`src/gpc_pkg.sv`:
```
// package for the gpio control word block: offsets, fields, reset values
// What this block does
// - power loss or low-power reset clears the control word to zero
// - read at the control word location returns current gpio state
// - layout: enables 15:12, reserved 11:8, mask 7:4, input 3, drives 2:0
// - input enable one samples the input pin into the read data bit
// - input enable changes only when mask bit 7 is written one
// - output enable zero tri-states pin, one drives its drive value
// - output enable changes only when its mask bit 6..4 is one
// - mask bit 7 loads input enable and input data together
// - mask bits 6..4 load enable and drive value of pins 2..0
// - mask bits always read back as zero
// - input disabled: bit 3 reads the last loaded data value
// - input enabled: bit 3 reads live pin, written value ignored
// - input data bit loads only when mask bit 7 is one
// - output disabled: drive bit reads zero, pin unaffected
// - output enabled: drive zero gives low, one gives high
// - drive value bits change only with their mask bit set
// - enable bits read back their current settings
// - reserved bits 11:8 always read zero
package gpc_pkg;
	localparam logic [11:0] GPC_CTRL_ADDR   = 12'hf00;
	localparam logic [15:0] GPC_CTRL_RESET  = 16'h0000;
	localparam int          GPC_EN_LSB      = 12;
	localparam int          GPC_MASK_LSB    = 4;
	localparam int          GPC_IN_EN_BIT   = 15;
	localparam int          GPC_IN_MASK_BIT = 7;
	localparam int          GPC_IN_DAT_BIT  = 3;
	localparam int          GPC_OUT_PINS    = 3;
	localparam int          GPC_SYNC_LEN    = 3;
endpackage : gpc_pkg

```
`src/gpc_sync.sv`:
```
// three-flop synchroniser with agreement filter for one pin input
module gpc_sync
	import gpc_pkg::*;
(
	input  wire logic SYS_CLK_I,
	input  wire logic RSTN_I,
	input  wire logic D_I,
	output logic      Q_O
);
	typedef struct packed {
		logic [GPC_SYNC_LEN-1:0] ff;
		logic                    q;
	} gpc_sync_st_t;

	gpc_sync_st_t s_q;
	gpc_sync_st_t s_d;

	// first flop feeds only the second; change taken once 2nd and 3rd agree
	always_comb begin
		s_d    = s_q;
		s_d.ff = {s_q.ff[GPC_SYNC_LEN-2:0], D_I};
		if (s_q.ff[1] == s_q.ff[2]) begin
			s_d.q = s_q.ff[2];
		end
	end

	always_ff @(posedge SYS_CLK_I or negedge RSTN_I) begin
		if (!RSTN_I) begin
			s_q <= '0;
		end else begin
			s_q <= s_d;
		end
	end

	assign Q_O = s_q.q;
endmodule : gpc_sync

```
`src/gpc_top.sv`:
```
// gpio control word: memory-command write/read port and pin drivers
module gpc_top
	import gpc_pkg::*;
(
	input  wire logic        SYS_CLK_I,
	input  wire logic        RSTN_I,
	input  wire logic        LOW_POWER_RST_I,
	input  wire logic        WR_EN_I,
	input  wire logic        RD_EN_I,
	input  wire logic [11:0] WORD_LOCATION_I,
	input  wire logic [15:0] WR_DATA_I,
	output logic      [15:0] RD_DATA_O,
	output logic             RD_VALID_O,
	output logic             RD_HIT_O,
	input  wire logic        IRQ_LINE_I,
	output logic      [2:0]  GP_OUT_PIN_O,
	output logic      [2:0]  GP_OUT_PIN_OE_O
);
	// ----------------------------------------------------------------
	// state
	// ----------------------------------------------------------------
	typedef struct packed {
		logic                    in_en;
		logic                    irq_line_value;
		logic [GPC_OUT_PINS-1:0] out_en;
		logic [GPC_OUT_PINS-1:0] pin_drive_values;
		logic [15:0]             rd_data;
		logic                    rd_valid;
		logic                    rd_hit;
		logic [GPC_OUT_PINS-1:0] pin_q;
		logic [GPC_OUT_PINS-1:0] pin_oe_q;
	} gpc_st_t;

	gpc_st_t st_q;
	gpc_st_t st_d;
	logic    irq_sync;
	logic    hit;

	gpc_sync u_irq_sync (
		.SYS_CLK_I (SYS_CLK_I),
		.RSTN_I    (RSTN_I),
		.D_I       (IRQ_LINE_I),
		.Q_O       (irq_sync)
	);

	// ----------------------------------------------------------------
	// read image of the control word
	// ----------------------------------------------------------------
	function automatic logic [15:0] read_word(input gpc_st_t s,
	                                          input logic    live);
		logic [15:0] w;
		w = GPC_CTRL_RESET;
		w[GPC_IN_EN_BIT] = s.in_en;
		w[GPC_EN_LSB +: GPC_OUT_PINS] = s.out_en;
		w[GPC_IN_DAT_BIT] = s.in_en ? live : s.irq_line_value;
		w[GPC_OUT_PINS-1:0] = s.pin_drive_values & s.out_en;
		return w;
	endfunction : read_word

	assign hit = (WORD_LOCATION_I == GPC_CTRL_ADDR);

	// ----------------------------------------------------------------
	// next state
	// ----------------------------------------------------------------
	always_comb begin
		st_d          = st_q;
		st_d.rd_valid = RD_EN_I;
		st_d.rd_hit   = RD_EN_I & hit;
		if (RD_EN_I) begin
			// unmapped locations answer zero; other banks are elsewhere
			st_d.rd_data = hit ? read_word(st_q, irq_sync) : '0;
		end
		if (WR_EN_I && hit) begin
			// one register update: every masked field lands together
			if (WR_DATA_I[GPC_IN_MASK_BIT]) begin
				st_d.in_en          = WR_DATA_I[GPC_IN_EN_BIT];
				st_d.irq_line_value = WR_DATA_I[GPC_IN_DAT_BIT];
			end
			for (int n = 0; n < GPC_OUT_PINS; n++) begin
				if (WR_DATA_I[GPC_MASK_LSB + n]) begin
					st_d.out_en[n] = WR_DATA_I[GPC_EN_LSB + n];
					st_d.pin_drive_values[n] = WR_DATA_I[n];
				end
			end
		end
		// pin level registered already gated, so no logic sits on the pad
		st_d.pin_q    = st_d.pin_drive_values & st_d.out_en;
		st_d.pin_oe_q = st_d.out_en;
		if (LOW_POWER_RST_I) begin
			// low-power detection wipes all top state but not the irq synchroniser, reader must rewrite
			st_d = '0;
		end
	end

	always_ff @(posedge SYS_CLK_I or negedge RSTN_I) begin
		if (!RSTN_I) begin
			st_q <= '0;
		end else begin
			st_q <= st_d;
		end
	end

	// ----------------------------------------------------------------
	// outputs
	// ----------------------------------------------------------------
	assign RD_DATA_O       = st_q.rd_data;
	assign RD_VALID_O      = st_q.rd_valid;
	assign RD_HIT_O        = st_q.rd_hit;
	assign GP_OUT_PIN_O    = st_q.pin_q;
	assign GP_OUT_PIN_OE_O = st_q.pin_oe_q;
endmodule : gpc_top

```
`config.mk`:
```
export PLATFORM = sky130hd
export DESIGN_NAME = gpc_top
export DESIGN_NICKNAME = d
export VERILOG_FILES = /design/src/gpc_pkg.sv /design/src/gpc_sync.sv /design/src/gpc_top.sv
export SDC_FILE = /design/constraint.sdc
export NUM_CORES = 1
export LEC_CHECK = 0
export ABC_CLOCK_PERIOD_IN_PS = 1200
export BUFFER_PORTS_ARGS = -buffer_cell sky130_fd_sc_hd__buf_2
export CELL_PAD_IN_SITES_DETAIL_PLACEMENT = 1
export CELL_PAD_IN_SITES_GLOBAL_PLACEMENT = 2
export CORE_UTILIZATION = 28
export DETAILED_ROUTE_END_ITERATION = 10
export GPL_TIMING_DRIVEN = 0
export HOLD_SLACK_MARGIN = 0.15
export PLACE_DENSITY_LB_ADDON = 0.3
export SLEW_MARGIN = 15
export SYNTH_ARGS = -nofsm -noshare
export SYNTH_HDL_FRONTEND = slang
export SYNTH_SLANG_ARGS = --single-unit
```
`constraint.sdc`:
```
create_clock -name SYS_CLK_I -period 1.2 [get_ports SYS_CLK_I]
set_input_delay 0 -clock SYS_CLK_I [delete_from_list [all_inputs] [get_ports SYS_CLK_I]]
set_output_delay 0 -clock SYS_CLK_I [all_outputs]
set_load 0.1 [all_outputs]
```
==> run metrics <==
number of setup violations in the final report 4; Synth Area in Adders 0.7583%; status complete, but fails checks; Critical Path Fanout Max 5; Nets 217; failing checks design-rule violations, negative setup slack; crit-path max cell delay 0.63 ns; clk sinks 25; DIE AREA 4993 um^2; # diodes 0; vias per inst 4.432; CTS root buffer clkbuf_8; pwr/cell area 892.3 nW/um^2; worst reg2reg path depth 2; Antenna Nets Post-Route 0; synth warn 0; vias in the first global route 1,068; crit path cell chain buf_6 -> or4_4 -> nor4_4 -> mux2i_1; Hold EP st_q[31]$_DFFE_PN0P_; R2R setup slack 0.16 ns; mux cell area share after synthesis 9.194%; I/O pin total 58; r2r endpoint RD_DATA_O[3]$_DFFE_PN0P_; Slew @ Worst Pin 0.6350 ns; Worst EP required 1.39 ns; total power 0.001672 W; Hold Path Stages 3; most frequent cells in the layout 39 x buf_2, 28 x buf_4, 25 x dfrtp_1; Die H 70.66 um; CP endpoint kind flip-flop; Seq/Total Area, Yosys 47.39%; Starting DRT DRC Count 18; Synth Cell Area 1320 um^2; Clock Latency Late Sink 0.26 ns; Worst-path clk slew 0.09 ns; CTS tree done; worst vdd ir 0.3905 mV; Gate Count Post-Synth 110; Rows 24; Layout area overhead 41.99%; Max clock buf depth 2; XOR/XNOR share of the synthesized area 0%; Setup crit start kind input port; H-tree depth 1; Cell variety after synth 21; RSZ-0062 raised after global routing yes; vias 1,037; detailed-route wire length per cell 12.79 um; Critical-path top delay cell or4_4; Remaining Overflow, GRT 0; final wirelength 2992 um; final hold vios 0; FF-to-FF Start st_q[31]$_DFFE_PN0P_; Pins Over Slew Limit 0; crit path time final 1.222 ns; setup slack after layout -0.02209 ns; synthesized area per cell 12.00 um^2; Worst Hold Class input port to flip-flop; Fin Hold WS 0.06979 ns; Pre-antenna DRT Iters 7; Slew headroom 57.51%; Post-DP HPWL 2233 um; share of layout cells above drive strength 1 45.05%; most common cell after layout, fill and taps aside buf_2; Hold Crit Start LOW_POWER_RST_I; Fmax 0.8183 GHz; max_cap viols 0; Leak Pwr 0.9576 nW; #FFs+latches synth 25; buffers added on ports 45; Starting Density 29.70%; initial antenna violation count 0; Remaining DRCs 8; core box area 4444 um^2; fin util 42.17%; total track usage 12.55%; die width 70.66 um; Final Cycle Share 101.8%; CP arrival 1.41 ns; Post-Synth Simple-Gate Area 22.18%; first-pass GRT wire length 4892 um; CTS Buf Count 3; largest net degree at the start of global routing 26; clk_skew 0.0009860 ns; kind of critical path input port to flip-flop; largest family of logic cells by synthesized area simple AND/OR/NAND/NOR gates; routability congestion estimate from global placement 0.7061; Synth Area in Compound Gates 5.592%
==> where the power goes <==
part,internal [W],switching (W),total (W)
registers,0.000852,0.00000450,0.000856
logic,0.000113,0.000204,0.000317
clock network,0.000237,0.000262,0.000499
total,0.00120,0.000471,0.00167
==> layer usage <==
layer / wire (um) / global-route usage, % / vias to the layer above
met3: 125 / 1.282 / 2
met4: 27 / 5.333 / 0
met2: 1612 / 23.73 / 32
met5: 0 / 0 / -
met1: 1227 / 14.38 / 512
li1: - / - / 491
==> cells by family (layout without fill, tap and decap cells) <==
group                    count (synthesis)  after routing
buffers and inverters                   27             92
adder cells (fa/ha/maj)                  1              1
multiplexers                            12             12
other                                    1              8
AO/OA/AOI/OAI                            8              8
AND/OR/NAND/NOR                         36             36
flip-flops                              25             25
==> synth_stat cells <==
| cell type | n | area [um^2] |
|---|---|---|
| dfrtp_1 | 25 | 625.6 |
| buf_4 | 22 | 165.2 |
| nand2b_1 | 17 | 106.4 |
| mux2i_1 | 11 | 110.1 |
| nand3b_1 | 6 | 45.04 |
| a22o_1 | 5 | 43.79 |
| nand2_1 | 4 | 15.01 |
| nor4_4 | 4 | 85.08 |
| a32o_1 | 3 | 30.03 |
| clkbuf_1 | 2 | 7.510 |
| buf_2 | 1 | 5.000 |
| buf_6 | 1 | 11.26 |
| conb_1 | 1 | 3.750 |
| inv_1 | 1 | 3.750 |
| maj3_1 | 1 | 10.01 |
| mux2_2 | 1 | 11.26 |
| nand4_1 | 1 | 6.260 |
| nor2_1 | 1 | 3.750 |
| nor4_2 | 1 | 12.51 |
| or4_1 | 1 | 7.510 |
| or4_4 | 1 | 11.26 |
==> sequential cells by signal (all words and copies together), names as in the netlist <==
register and cells:
GP_OUT_PIN_O 3, RD_DATA_O 8, RD_HIT_O 1, RD_VALID_O 1, st_q 8, u_irq_sync.Q_O 1, u_irq_sync.s_d 2, u_irq_sync.s_q 1
==> what timing repair did <==
action	CTS	global route
endpoints found under the setup margin	23	19
hold endpoints to repair	38	1
hold buffers	14	1
pin swaps	6	8
resized for setup	9	3
setup buffers	3	1
==> layout make-up <==
cell class	count	area, um^2
Fill cell	513	2570
Sequential cell	25	625.6
Multi-Input combinational cell	65	540.5
Timing Repair Buffer	63	421.7
Buffer	24	172.7
Tap cell	52	65.06
Clock buffer	4	45.04
Inverter	1	3.754
==> how the worst max path moves through the flow <==
stage / start / end / slack [ns] / depth (start not counted)
floorplan: WORD_LOCATION_I[1] / RD_DATA_O[0]$_DFFE_PN0P_ / -0.15 / 4
global placement: WORD_LOCATION_I[5] / RD_DATA_O[2]$_DFFE_PN0P_ / -0.49 / 5
detailed placement: WORD_LOCATION_I[5] / RD_DATA_O[0]$_DFFE_PN0P_ / -0.50 / 5
CTS: WORD_LOCATION_I[6] / st_q[24]$_DFF_PN0_ / -0.06 / 5
global route: WORD_LOCATION_I[2] / st_q[24]$_DFF_PN0_ / -0.07 / 4
finish: WORD_LOCATION_I[2] / st_q[24]$_DFF_PN0_ / -0.02 / 4
==> through the flow <==
step                      worst slack (ns)  cell area (um^2)  cells  TNS [ns]
after floorplan                    -0.1483              1346    117    -2.340
after global placement             -0.4855              1637    214    -7.405
after detailed placement           -0.5036              1637    214    -7.752
after global routing              -0.07105              1874    234   -0.4319
after CTS                         -0.05628              1869    234   -0.2557
final                             -0.02209              1874    234  -0.03486
==> worst max-delay path, delay by kind of cell <==
kind,cells,cell delay [ns]
AND/OR/NAND/NOR,2,1.08
multiplexers,1,0.24
buffers and inverters,1,0.09
Power figures use the tool's default switching activity.
